==> src/logic/rtss_defines.vh <==
/*
  Constants of the radio telegram subframe scheduler: field
  sizes, copy timing windows in ms and maturity times.
  Assumes the includer runs at the rate given below.
*/
`ifndef RTSS_DEFINES_VH
`define RTSS_DEFINES_VH
// Clock and millisecond base
`define RTSS_CLK_PS        4000
`define RTSS_MS_PS         1000000000
// Telegram buffer
`define RTSS_BUF_DEPTH     32
`define RTSS_LEN_IDX       5'h00
`define RTSS_FIRST_IDX     5'h01
`define RTSS_ID_LONG_N     3'h6
`define RTSS_ID_SHORT_N    3'h4
`define RTSS_TGT_N         3'h4
`define RTSS_SIDE_LSB      0
`define RTSS_SIDE_MSB      3
// Field sequencer steps
`define RTSS_F_HDR         3'h0
`define RTSS_F_EXT         3'h1
`define RTSS_F_LTYPE       3'h2
`define RTSS_F_SRC         3'h3
`define RTSS_F_TGT         3'h4
// Standard windows, ms
`define RTSS_S0_C2_LO      8'h01
`define RTSS_S0_C2_HI      8'h09
`define RTSS_S0_C3_LO      8'h14
`define RTSS_S0_C3_HI      8'h27
`define RTSS_S1_C1_LO      8'h0a
`define RTSS_S1_C1_HI      8'h13
`define RTSS_S2_C1_LO      8'h00
`define RTSS_S2_C1_HI      8'h09
`define RTSS_SR_C2_LO      8'h14
`define RTSS_SR_C2_HI      8'h1d
// Compressed windows, ms
`define RTSS_C_C1_LO       8'h00
`define RTSS_C_C1_HI       8'h01
`define RTSS_C_C2_LO       8'h04
`define RTSS_C_C2_HI       8'h0c
`define RTSS_C_C3_LO       8'h0e
`define RTSS_C_C3_HI       8'h16
// Maturity times, ms
`define RTSS_TXMAT_STD     8'h28
`define RTSS_TXMAT_CMP     8'h19
`define RTSS_RXMAT_STD     8'h64
`define RTSS_RXMAT_CMP     8'h32
// Pseudo-random source
`define RTSS_LFSR_SEED     16'hace1
`endif

==> src/logic/rtss_scheduler.v <==
/*
  Radio telegram framer and copy scheduler, with its payload FIFO.
  Assumes all inputs synchronous to i_ref_clk and a byte sink on the
  radio side that takes a byte when o_tx_valid and i_tx_ready are high.
*/
`timescale 1ns/1ps
`include "rtss_defines.vh"

////////////////////////////////////////////////////////////////////
// Payload FIFO
module rtss_fifo #(
  parameter W  = 8,
  parameter D  = 8,
  parameter AW = 3
) (
  // Clock and reset
  input  wire          i_ref_clk,
  input  wire          i_rst_b,
  // Fill side
  input  wire          i_in_valid,
  input  wire [W-1:0]  i_in_data,
  output reg           o_in_ready,
  // Drain side
  output wire          o_out_valid,
  output wire [W-1:0]  o_out_data,
  input  wire          i_out_ready
);
  reg  [W-1:0] mem_q [0:D-1];   // Storage
  reg  [AW-1:0] wr_q;           // Write index
  reg  [AW-1:0] rd_q;           // Read index
  reg  [AW:0]  cnt_q;           // Fill level
  wire         push;
  wire         pop;
  wire [AW:0]  cnt_d;

  assign o_out_valid = (cnt_q != {(AW+1){1'b0}});
  assign o_out_data  = mem_q[rd_q];
  assign push        = i_in_valid & o_in_ready;
  assign pop         = o_out_valid & i_out_ready;
  assign cnt_d       = cnt_q + {{AW{1'b0}}, push} - {{AW{1'b0}}, pop};

  // Pointers, level and registered ready
  always @(posedge i_ref_clk or negedge i_rst_b) begin
    if (!i_rst_b) begin
      wr_q       <= {AW{1'b0}};
      rd_q       <= {AW{1'b0}};
      cnt_q      <= {(AW+1){1'b0}};
      o_in_ready <= 1'b1;
    end else begin
      if (push) begin
        wr_q <= (wr_q == D-1) ? {AW{1'b0}} : wr_q + 1'b1;
      end
      if (pop) begin
        rd_q <= (rd_q == D-1) ? {AW{1'b0}} : rd_q + 1'b1;
      end
      cnt_q      <= cnt_d;
      // Ready from the next level keeps it a flop output
      o_in_ready <= (cnt_d != D);
    end
  end

  // Data write, no reset needed for storage
  always @(posedge i_ref_clk) begin
    if (push) begin
      mem_q[wr_q] <= i_in_data;
    end
  end
endmodule // rtss_fifo

////////////////////////////////////////////////////////////////////
// Framer and scheduler
module rtss_scheduler #(
  parameter integer P_CYC_PER_MS = `RTSS_MS_PS / `RTSS_CLK_PS
) (
  // Clock and reset
  input  wire        i_ref_clk,
  input  wire        i_rst_b,
  // Transmit command from host
  input  wire        i_tx_req,
  input  wire        i_tx_compressed,
  input  wire [1:0]  i_tx_rep_level,
  input  wire        i_tx_three,
  input  wire        i_tx_single,
  input  wire [7:0]  i_header,
  input  wire        i_hop_hdr_en,
  input  wire [7:0]  i_optional_hop_header,
  input  wire        i_long_type_en,
  input  wire [7:0]  i_long_type_selector,
  input  wire        i_src_long,
  input  wire [47:0] i_source_id,
  input  wire        i_target_en,
  input  wire [31:0] i_target_id,
  input  wire [4:0]  i_pay_len,
  // Payload and side data stream
  input  wire        i_pay_valid,
  input  wire [7:0]  i_pay_data,
  output wire        o_pay_ready,
  // Radio byte stream
  output reg         o_tx_valid,
  output reg  [7:0]  o_tx_data,
  output reg         o_tx_start,
  output reg         o_tx_side,
  output reg  [1:0]  o_tx_copy,
  input  wire        i_tx_ready,
  // Transmit status
  output reg         o_tx_busy,
  output reg         o_tx_mature,
  output reg         o_tx_refused,
  // Received copy notice
  input  wire        i_rx_valid,
  input  wire        i_rx_compressed,
  input  wire [47:0] i_rx_source_id,
  input  wire [7:0]  i_rx_check,
  input  wire        i_rx_has_target,
  output reg         o_rx_new,
  output reg         o_rx_dup,
  output reg         o_rx_addressed
);
  // States
  localparam [2:0] S_IDLE = 3'h0;
  localparam [2:0] S_HDR  = 3'h1;
  localparam [2:0] S_DATA = 3'h2;
  localparam [2:0] S_CHK  = 3'h3;
  localparam [2:0] S_WAIT = 3'h4;
  localparam [2:0] S_SEND = 3'h5;
  localparam [17:0] PRE_LAST = P_CYC_PER_MS[17:0] - 18'h1;

  reg  [2:0]  st_q;             // Main state
  reg  [7:0]  mem_q [0:`RTSS_BUF_DEPTH-1]; // Telegram image
  reg  [4:0]  wp_q;             // Build index
  reg  [4:0]  rp_q;             // Send index
  reg  [4:0]  last_q;           // Index of check byte
  reg  [4:0]  side_q;           // First side data index
  reg  [4:0]  left_q;           // Stream bytes still to take
  reg  [2:0]  fs_q;             // Field step
  reg  [2:0]  k_q;              // Byte within field
  reg  [7:0]  chk_q;            // Running check
  reg  [47:0] src_q;            // Source id, left aligned
  reg  [31:0] tgt_q;            // Target id shift
  reg  [7:0]  hdr_q;
  reg  [7:0]  hop_q;
  reg  [7:0]  lt_q;
  reg         hop_en_q;
  reg         lt_en_q;
  reg         src6_q;
  reg         tgt_en_q;
  reg         cmp_q;            // Compressed profile
  reg  [2:0]  need_q;           // Copies still owed
  reg  [1:0]  cur_q;            // Copy being sent next
  reg  [7:0]  off_q [0:2];      // Copy offsets, ms
  reg  [17:0] pre_q;            // Millisecond prescaler
  reg  [7:0]  ms_q;             // Ms since request, saturating
  reg  [15:0] lfsr_q;           // Random source
  reg  [47:0] rx_src_q;         // Last merged sender
  reg  [7:0]  rx_chk_q;
  reg  [7:0]  rx_age_q;         // Ms since first copy
  reg         rx_seen_q;
  wire        tick;
  wire        f_ready;
  wire        f_valid;
  wire [7:0]  f_data;
  wire        f_take;
  wire [7:0]  rx_win;
  wire        rx_same;
  wire [7:0]  mat_lim;
  wire [7:0]  hb;               // Header byte being built
  wire [4:0]  side_len;
  integer     i;

  // Uniform draw within lo..hi
  function [7:0] pick;
    input [7:0] lo;
    input [7:0] hi;
    input [7:0] r;
    begin
      pick = lo + (r % (hi - lo + 8'h01));
    end
  endfunction

  ////////////////////////////////////////////////////////////////
  // Payload FIFO, drained only while building
  assign f_take = (st_q == S_DATA) & (left_q != 5'h00);

  rtss_fifo #(.W(8), .D(8), .AW(3)) u_fifo (
    .i_ref_clk   (i_ref_clk),
    .i_rst_b     (i_rst_b),
    .i_in_valid  (i_pay_valid),
    .i_in_data   (i_pay_data),
    .o_in_ready  (f_ready),
    .o_out_valid (f_valid),
    .o_out_data  (f_data),
    .i_out_ready (f_take)
  );
  assign o_pay_ready = f_ready;

  ////////////////////////////////////////////////////////////////
  // Field selection for the header sequencer
  assign side_len = {1'b0, hop_q[`RTSS_SIDE_MSB:`RTSS_SIDE_LSB]};
  assign hb = (fs_q == `RTSS_F_HDR)   ? hdr_q :
              (fs_q == `RTSS_F_EXT)   ? hop_q :
              (fs_q == `RTSS_F_LTYPE) ? lt_q :
              (fs_q == `RTSS_F_SRC)   ? src_q[47:40] :
              tgt_q[31:24];
  assign tick    = (pre_q == PRE_LAST);
  assign mat_lim = cmp_q ? `RTSS_TXMAT_CMP : `RTSS_TXMAT_STD;

  ////////////////////////////////////////////////////////////////
  // Random source, free running
  always @(posedge i_ref_clk or negedge i_rst_b) begin
    if (!i_rst_b) begin
      lfsr_q <= `RTSS_LFSR_SEED;
    end else begin
      lfsr_q <= {lfsr_q[14:0],
                 lfsr_q[15] ^ lfsr_q[13] ^ lfsr_q[12] ^ lfsr_q[10]};
    end
  end

  ////////////////////////////////////////////////////////////////
  // Telegram image writes; data only, left unreset
  always @(posedge i_ref_clk) begin
    if (st_q == S_HDR) begin
      mem_q[wp_q] <= hb;
    end else if (f_take & f_valid) begin
      mem_q[wp_q] <= f_data;
    end else if (st_q == S_CHK) begin
      mem_q[wp_q] <= chk_q ^ {3'h0, wp_q + 5'h01};
      mem_q[`RTSS_LEN_IDX] <= {3'h0, wp_q + 5'h01};
    end
  end

  ////////////////////////////////////////////////////////////////
  // Build, schedule and send
  always @(posedge i_ref_clk or negedge i_rst_b) begin
    if (!i_rst_b) begin
      st_q <= S_IDLE;
      wp_q <= `RTSS_FIRST_IDX;
      rp_q <= `RTSS_LEN_IDX;
      last_q <= 5'h00;
      side_q <= 5'h00;
      left_q <= 5'h00;
      fs_q <= `RTSS_F_HDR;
      k_q <= 3'h0;
      chk_q <= 8'h00;
      src_q <= 48'h0;
      tgt_q <= 32'h0;
      hdr_q <= 8'h00;
      hop_q <= 8'h00;
      lt_q <= 8'h00;
      hop_en_q <= 1'b0;
      lt_en_q <= 1'b0;
      src6_q <= 1'b0;
      tgt_en_q <= 1'b0;
      cmp_q <= 1'b0;
      need_q <= 3'h0;
      cur_q <= 2'h0;
      for (i = 0; i < 3; i = i + 1) begin
        off_q[i] <= 8'h00;
      end
      pre_q <= 18'h0;
      ms_q <= 8'h00;
      o_tx_valid <= 1'b0;
      o_tx_data <= 8'h00;
      o_tx_start <= 1'b0;
      o_tx_side <= 1'b0;
      o_tx_copy <= 2'h0;
      o_tx_busy <= 1'b0;
      o_tx_mature <= 1'b0;
      o_tx_refused <= 1'b0;
    end else begin
      o_tx_refused <= 1'b0;
      // Ms base restarts with each accepted request
      pre_q <= tick ? 18'h0 : pre_q + 18'h1;
      if (tick && ms_q != 8'hff) begin
        ms_q <= ms_q + 8'h01;
      end
      // Mature once window passed and nothing owed
      if (o_tx_busy == 1'b0 && ms_q >= mat_lim) begin
        o_tx_mature <= 1'b1;
      end
      case (st_q)
        S_IDLE: begin
          if (i_tx_req) begin
            if (i_tx_compressed && i_tx_rep_level == 2'h2) begin
              o_tx_refused <= 1'b1;
            end else begin
              st_q <= S_HDR;
              o_tx_busy <= 1'b1;
              o_tx_mature <= 1'b0;
              pre_q <= 18'h0;
              ms_q <= 8'h00;
              wp_q <= `RTSS_FIRST_IDX;
              fs_q <= `RTSS_F_HDR;
              k_q <= 3'h0;
              chk_q <= 8'h00;
              cur_q <= 2'h0;
              cmp_q <= i_tx_compressed;
              hdr_q <= i_header;
              hop_q <= i_hop_hdr_en ? i_optional_hop_header : 8'h00;
              hop_en_q <= i_hop_hdr_en;
              lt_q <= i_long_type_selector;
              lt_en_q <= i_long_type_en;
              src6_q <= i_src_long;
              src_q <= i_src_long ? i_source_id : {i_source_id[31:0], 16'h0};
              tgt_q <= i_target_id;
              tgt_en_q <= i_target_en;
              left_q <= i_pay_len;
              // Copy count per type and repeater level
              if (i_tx_single) begin
                need_q <= 3'h1;
              end else if (i_tx_three && i_tx_rep_level == 2'h0) begin
                need_q <= 3'h7;
              end else begin
                need_q <= 3'h3;
              end
              // Offsets per profile and level
              if (i_tx_compressed) begin
                off_q[0] <= pick(`RTSS_C_C1_LO, `RTSS_C_C1_HI, lfsr_q[7:0]);
                off_q[1] <= pick(`RTSS_C_C2_LO, `RTSS_C_C2_HI, lfsr_q[15:8]);
                off_q[2] <= pick(`RTSS_C_C3_LO, `RTSS_C_C3_HI, lfsr_q[11:4]);
              end else if (i_tx_rep_level == 2'h0) begin
                off_q[0] <= 8'h00;
                off_q[1] <= pick(`RTSS_S0_C2_LO, `RTSS_S0_C2_HI, lfsr_q[15:8]);
                off_q[2] <= pick(`RTSS_S0_C3_LO, `RTSS_S0_C3_HI, lfsr_q[11:4]);
              end else if (i_tx_rep_level == 2'h1) begin
                off_q[0] <= pick(`RTSS_S1_C1_LO, `RTSS_S1_C1_HI, lfsr_q[7:0]);
                off_q[1] <= pick(`RTSS_SR_C2_LO, `RTSS_SR_C2_HI, lfsr_q[15:8]);
                off_q[2] <= 8'hff;
              end else begin
                off_q[0] <= pick(`RTSS_S2_C1_LO, `RTSS_S2_C1_HI, lfsr_q[7:0]);
                off_q[1] <= pick(`RTSS_SR_C2_LO, `RTSS_SR_C2_HI, lfsr_q[15:8]);
                off_q[2] <= 8'hff;
              end
            end
          end
        end
        S_HDR: begin
          // One field byte per cycle, skipping absent fields
          chk_q <= chk_q ^ hb;
          wp_q <= wp_q + 5'h01;
          k_q <= 3'h0;
          case (fs_q)
            `RTSS_F_HDR: begin
              fs_q <= hop_en_q ? `RTSS_F_EXT : (lt_en_q ? `RTSS_F_LTYPE : `RTSS_F_SRC);
            end
            `RTSS_F_EXT: begin
              fs_q <= lt_en_q ? `RTSS_F_LTYPE : `RTSS_F_SRC;
            end
            `RTSS_F_LTYPE: begin
              fs_q <= `RTSS_F_SRC;
            end
            `RTSS_F_SRC: begin
              src_q <= {src_q[39:0], 8'h00};
              k_q <= k_q + 3'h1;
              if (k_q == (src6_q ? `RTSS_ID_LONG_N : `RTSS_ID_SHORT_N) - 3'h1) begin
                k_q <= 3'h0;
                fs_q <= `RTSS_F_TGT;
                st_q <= tgt_en_q ? S_HDR : S_DATA;
                side_q <= wp_q + 5'h01 + left_q;
                left_q <= left_q + side_len;
              end
            end
            default: begin
              tgt_q <= {tgt_q[23:0], 8'h00};
              k_q <= k_q + 3'h1;
              if (k_q == `RTSS_TGT_N - 3'h1) begin
                st_q <= S_DATA;
                side_q <= side_q + {2'h0, `RTSS_TGT_N};
              end
            end
          endcase
        end
        S_DATA: begin
          if (left_q == 5'h00) begin
            st_q <= S_CHK;
          end else if (f_valid) begin
            chk_q <= chk_q ^ f_data;
            wp_q <= wp_q + 5'h01;
            left_q <= left_q - 5'h01;
          end
        end
        S_CHK: begin
          last_q <= wp_q;
          st_q <= S_WAIT;
        end
        S_WAIT: begin
          if (need_q == 3'h0) begin
            o_tx_busy <= 1'b0;
            st_q <= S_IDLE;
          end else if (need_q[cur_q] && ms_q >= off_q[cur_q]) begin
            st_q <= S_SEND;
            rp_q <= `RTSS_LEN_IDX;
          end
        end
        S_SEND: begin
          // Load a byte when the sink took the last one
          if (!o_tx_valid || i_tx_ready) begin
            o_tx_start <= 1'b0;
            if (rp_q <= last_q && !(o_tx_valid && rp_q == 5'h00 && !o_tx_start)) begin
              o_tx_valid <= 1'b1;
              o_tx_data <= mem_q[rp_q];
              o_tx_start <= (rp_q == `RTSS_LEN_IDX);
              o_tx_side <= (rp_q >= side_q) && (rp_q < last_q);
              o_tx_copy <= cur_q;
              rp_q <= (rp_q == last_q) ? 5'h00 : rp_q + 5'h01;
            end else begin
              o_tx_valid <= 1'b0;
              o_tx_side <= 1'b0;
              need_q[cur_q] <= 1'b0;
              cur_q <= cur_q + 2'h1;
              st_q <= S_WAIT;
            end
          end
        end
        default: begin
          st_q <= S_IDLE;
        end
      endcase
    end
  end

  ////////////////////////////////////////////////////////////////
  // Receive merging of identical copies
  assign rx_win  = i_rx_compressed ? `RTSS_RXMAT_CMP : `RTSS_RXMAT_STD;
  assign rx_same = rx_seen_q && (rx_src_q == i_rx_source_id) && (rx_chk_q == i_rx_check);

  // Window runs from the first copy, not the latest
  always @(posedge i_ref_clk or negedge i_rst_b) begin
    if (!i_rst_b) begin
      rx_src_q <= 48'h0;
      rx_chk_q <= 8'h00;
      rx_age_q <= 8'h00;
      rx_seen_q <= 1'b0;
      o_rx_new <= 1'b0;
      o_rx_dup <= 1'b0;
      o_rx_addressed <= 1'b0;
    end else begin
      o_rx_new <= 1'b0;
      o_rx_dup <= 1'b0;
      if (tick && rx_age_q != 8'hff) begin
        rx_age_q <= rx_age_q + 8'h01;
      end
      if (i_rx_valid) begin
        if (rx_same && rx_age_q < rx_win) begin
          o_rx_dup <= 1'b1;
        end else begin
          o_rx_new <= 1'b1;
          o_rx_addressed <= i_rx_has_target;
          rx_src_q <= i_rx_source_id;
          rx_chk_q <= i_rx_check;
          rx_age_q <= 8'h00;
          rx_seen_q <= 1'b1;
        end
      end
    end
  end
endmodule // rtss_scheduler

==> config.mk <==
export PLATFORM = sky130hd
export DESIGN_NAME = rtss_scheduler
export DESIGN_NICKNAME = d
export VERILOG_FILES = /design/src/logic/rtss_scheduler.v
export VERILOG_INCLUDE_DIRS = /design/src /design/src/logic
export SDC_FILE = /design/constraint.sdc
export NUM_CORES = 1
export LEC_CHECK = 0
export BUFFER_PORTS_ARGS = -buffer_cell sky130_fd_sc_hd__buf_4
export CORE_MARGIN = 4
export CORE_UTILIZATION = 55
export CTS_CLUSTER_SIZE = 28
export DETAILED_ROUTE_END_ITERATION = 7
export GPL_TIMING_DRIVEN = 0
export PLACE_DENSITY = 0.73
export SKIP_CTS_REPAIR_TIMING = 1
export SYNTH_ARGS = -nofsm -noshare
export SYNTH_HDL_FRONTEND = slang
export SYNTH_HIERARCHICAL = 1
export SYNTH_SLANG_ARGS = --single-unit
export TNS_END_PERCENT = 50
==> constraint.sdc <==
create_clock -name i_ref_clk -period 7.75 [get_ports i_ref_clk]
set_input_delay 1.55 -clock i_ref_clk [delete_from_list [all_inputs] [get_ports i_ref_clk]]
set_output_delay 1.55 -clock i_ref_clk [all_outputs]
set_load 0.005 [all_outputs]
==> flow_metrics.env <==
export IMPL_cts_buffer_depth=3
export IMPL_grt_antenna_before_repair=2
export IMPL_coreArea_um2=60400
export IMPL_p_leak_nw=15.6
export IMPL_max_cap_viol_count=0
export IMPL_worst_path_largest_cell_delay_ns=0.48
export IMPL_grt_max_degree=115
export IMPL_instance_count_after_placement_with_tap_cells_included=3987
export IMPL_synthToLayoutAreaGrowth_pct=15.0
export IMPL_place_port_buffers=207
export IMPL_yosysWarningCount=6
export IMPL_critPathKind="reg -> reg"
export IMPL_switchingPower_mw=4.24
export IMPL_grt_first_pass_wirelength_um=137000
export IMPL_post_drt_wl_per_cell_um=21.3
export IMPL_slew_violations=0
export IMPL_hpwlAfterDp_um=63500
export IMPL_ff2ff_setup_slack_ns=0.60
export IMPL_postSynth_topFlopCell="edfxtp_1"
export IMPL_cts_made_buffers=68
export IMPL_crit_reg2reg_launch="lfsr_q[9]$_DFF_PN0_"
export IMPL_rows=90
export IMPL_total_area_of_multi_input_combinational_cells_um2=15100
export IMPL_clkSinkCount=637
export IMPL_gr_usage_all_layers=0.267
export IMPL_seq_power_share=0.413
export IMPL_die_y_um=255
export IMPL_drt_antenna_violating_nets=0
export IMPL_worst_r2r_endpoint="off_q[14]$_DFFE_PN0P_"
export IMPL_drc=0
export IMPL_intPower_mw=8.03
export IMPL_routabilityCongestion=0.952
export IMPL_worstMarginPinSlew_ns=1.04
export IMPL_pd_cells_nw_per_um2=319
export IMPL_layout_min_cycle_time_ns=7.15
export IMPL_globalRouteOverflowTotal=0
export IMPL_layout_drive_gt1_share=0.160
export IMPL_avgSynthCellArea_um2=11.2
export IMPL_syn_instance_count=2988
export IMPL_power_switching_share=0.345
export IMPL_die_area_um2=64900
export IMPL_grt_setup_unrepaired="false"
export IMPL_combinationalPowerShare=0.326
export IMPL_drt_iter0_drc=2058
export IMPL_cp_start_kind="register"
export IMPL_synth_enable_flop_cells=317
export IMPL_number_of_distinct_library_cell_variants_in_the_gate_level_netlist_after_synthesis=117
export IMPL_chip_width_um=255
export IMPL_start_point_of_the_critical_path="lfsr_q[9]$_DFF_PN0_"
export IMPL_arrival_ns=7.61
export IMPL_peakVddDrop_v=0.000225
export IMPL_place_area_um2=36200
export IMPL_critical_path_endpoint="off_q[14]$_DFFE_PN0P_"
export IMPL_final_setup_viol_count=0
export IMPL_top_achievable_clock_speed_mhz=140
export IMPL_total_wire_length_um=87500
export IMPL_critical_path_required_ns=8.21
export IMPL_mostFrequentLayoutCell="nand2_1"
export IMPL_route_vias_total=25200
export IMPL_worst_hold_path_type="reg -> reg"
export IMPL_clk_latency_ns=0.61
export IMPL_path_clk_slew_ns=0.06
export IMPL_end_kind="register"
export IMPL_post_route_cell_area_um2=38500
export IMPL_fin_cells=4113
export IMPL_fillers=4713
export IMPL_status="completed"
export IMPL_finalHoldViolCount=0
export IMPL_vias_in_the_first_global_route=25100
export IMPL_drt_vias_per_instance=6.13
export IMPL_critical_path_max_fanout=17
export IMPL_top_level_ports=210
export IMPL_initial_core_util=0.555
export IMPL_layout_area_seq_um2=17500
export IMPL_drt_pre_antenna_iters=6
export IMPL_finalCritPeriodShare=0.922
export IMPL_reg2reg_depth=29
export IMPL_syn_std_cell_area_um2=33500
export IMPL_seq_area_frac_synth=0.523
export IMPL_fin_skew_ns=0.0436
export IMPL_postSynthNetCount=3263
export IMPL_proportion_of_synthesized_flip_flops_having_asynchronous_set_or_reset=0.498
export IMPL_slew_limit_headroom=0.302
export IMPL_htreeDepth=3
export IMPL_ctsRootBufferMaster="clkbuf_16"
export IMPL_worst_path_max_delay_cell="dfrtp_2"
export IMPL_clkPwrFrac=0.261
export IMPL_nets=3550
export IMPL_ys_ff_latch=637
export IMPL_cts_tree="yes"
export IMPL_layout_cells_most_common_list="nand2_1, edfxtp_1, dfrtp_1, nor2_1, buf_4"
[cells by family (layout without fill, tap and decap cells)]
group	after synthesis	count (layout)	synth area share
adder cells (fa/ha/maj)	86	86	0.0328
buffers and inverters	237	578	0.0289
AO/OA/AOI/OAI	649	649	0.131
XOR/XNOR	152	152	0.0406
AND/OR/NAND/NOR	988	988	0.133
multiplexers	239	239	0.110
flip-flops	637	637	0.523
other	0	2	0
[routing by layer]
metal  up-vias  routed length (um)  GRT usage
li1      11600                   -          -
met1     12500               36500      0.362
met2       962               42000      0.438
met3       167                5930     0.0482
met4         0                2980     0.0968
met5         -                   0          0
[area by class of cell]
| type | count | area share |
|---|---|---|
| well taps | 782 | 0.0254 |
| multi-input cells | 2114 | 0.391 |
| clock inverters | 28 | 0.00747 |
| clock buffers | 96 | 0.0501 |
| diodes | 2 | 0.000130 |
| repair buffers | 218 | 0.0451 |
| plain buffers | 165 | 0.0183 |
| inverters | 71 | 0.00702 |
| flip-flops and latches | 637 | 0.455 |
[sequential cells by signal, summed over array words and instances (netlist names), 16 cells and up]
| name | flops |
|---|---|
| u_fifo/mem_q | 64 |
| off_q | 24 |
| mem_q | 256 |
| lfsr_q | 16 |
| rx_src_q | 48 |
| src_q | 48 |
| pre_q | 18 |
| tgt_q | 32 |
[power by group through the flow]
stage	clock network, mW	logic, mW	registers, mW
4_1_cts	3.26	3.99	5.06
5_1_grt	3.39	4.40	5.12
3_5_place_dp	0	3.96	5.11
2_1_floorplan	0	2.54	5.01
6_report	3.20	4.00	5.07
3_3_place_gp	0	3.59	5.15
[cells in the mapped netlist (14+ instances only)]
master,instances,area share
a211oi_1,26,0.0058
a21o_1,30,0.0067
a21oi_1,160,0.024
a22o_1,26,0.0068
a31oi_1,28,0.0052
and3_1,23,0.0043
buf_1,18,0.0020
buf_2,16,0.0024
clkbuf_1,123,0.014
dfrtp_1,307,0.23
edfxtp_1,317,0.28
ha_1,82,0.031
inv_1,66,0.0074
mux2_2,18,0.0061
mux2i_1,123,0.037
mux4_1,16,0.013
mux4_2,80,0.054
nand2_1,464,0.052
nand2b_1,32,0.0060
nand3_1,64,0.0096
nand3b_1,14,0.0031
nand4_1,15,0.0028
nor2_1,226,0.025
nor2b_1,19,0.0036
nor3_1,39,0.0058
nor4_1,24,0.0045
o211ai_1,15,0.0034
o21ai_0,176,0.026
o21ai_1,15,0.0022
o31ai_1,20,0.0045
xnor2_1,63,0.016
xor2_1,87,0.023
[worst max-delay path, delay by kind of cell, from the launching register on]
family | cells | cell delay (ns)
adders and majority gates | 4 | 1.05
DFF | 1 | 0.48
AOI/OAI and AO/OA | 12 | 2.91
muxes | 2 | 0.44
xor gates and xnor gates | 1 | 0.21
buffers and inverters | 5 | 0.93
and+or+nand+nor | 5 | 0.96
[metrics by stage]
step           utilization  worst slack (ns)  TNS, ns  power, mW  hold WS (ns)
2_1_floorplan            -             0.964        0       7.55         0.352
3_3_place_gp         0.597            -0.454    -1.79       8.74         0.362
3_5_place_dp         0.600            -0.533    -2.48       9.07         0.365
4_1_cts              0.637            -0.587    -2.88       12.3         0.374
5_1_grt              0.638           0.00517        0       12.9         0.377
6_report             0.638             0.604        0       12.3         0.373
[how the worst min path moves through the flow]
| stage | start | endpoint | cells after the start |
|---|---|---|---|
| 6_report | lfsr_q[6]$_DFF_PN1_ | lfsr_q[7]$_DFF_PN1_ | 0 |
| 5_1_grt | lfsr_q[6]$_DFF_PN1_ | lfsr_q[7]$_DFF_PN1_ | 0 |
| 4_1_cts | lfsr_q[6]$_DFF_PN1_ | lfsr_q[7]$_DFF_PN1_ | 0 |
| 3_5_place_dp | lfsr_q[6]$_DFF_PN1_ | lfsr_q[7]$_DFF_PN1_ | 0 |
| 3_3_place_gp | lfsr_q[1]$_DFF_PN0_ | lfsr_q[2]$_DFF_PN0_ | 0 |
| 2_1_floorplan | lfsr_q[1]$_DFF_PN0_ | lfsr_q[2]$_DFF_PN0_ | 0 |
Note: power is estimated with default switching activity, not from simulation.
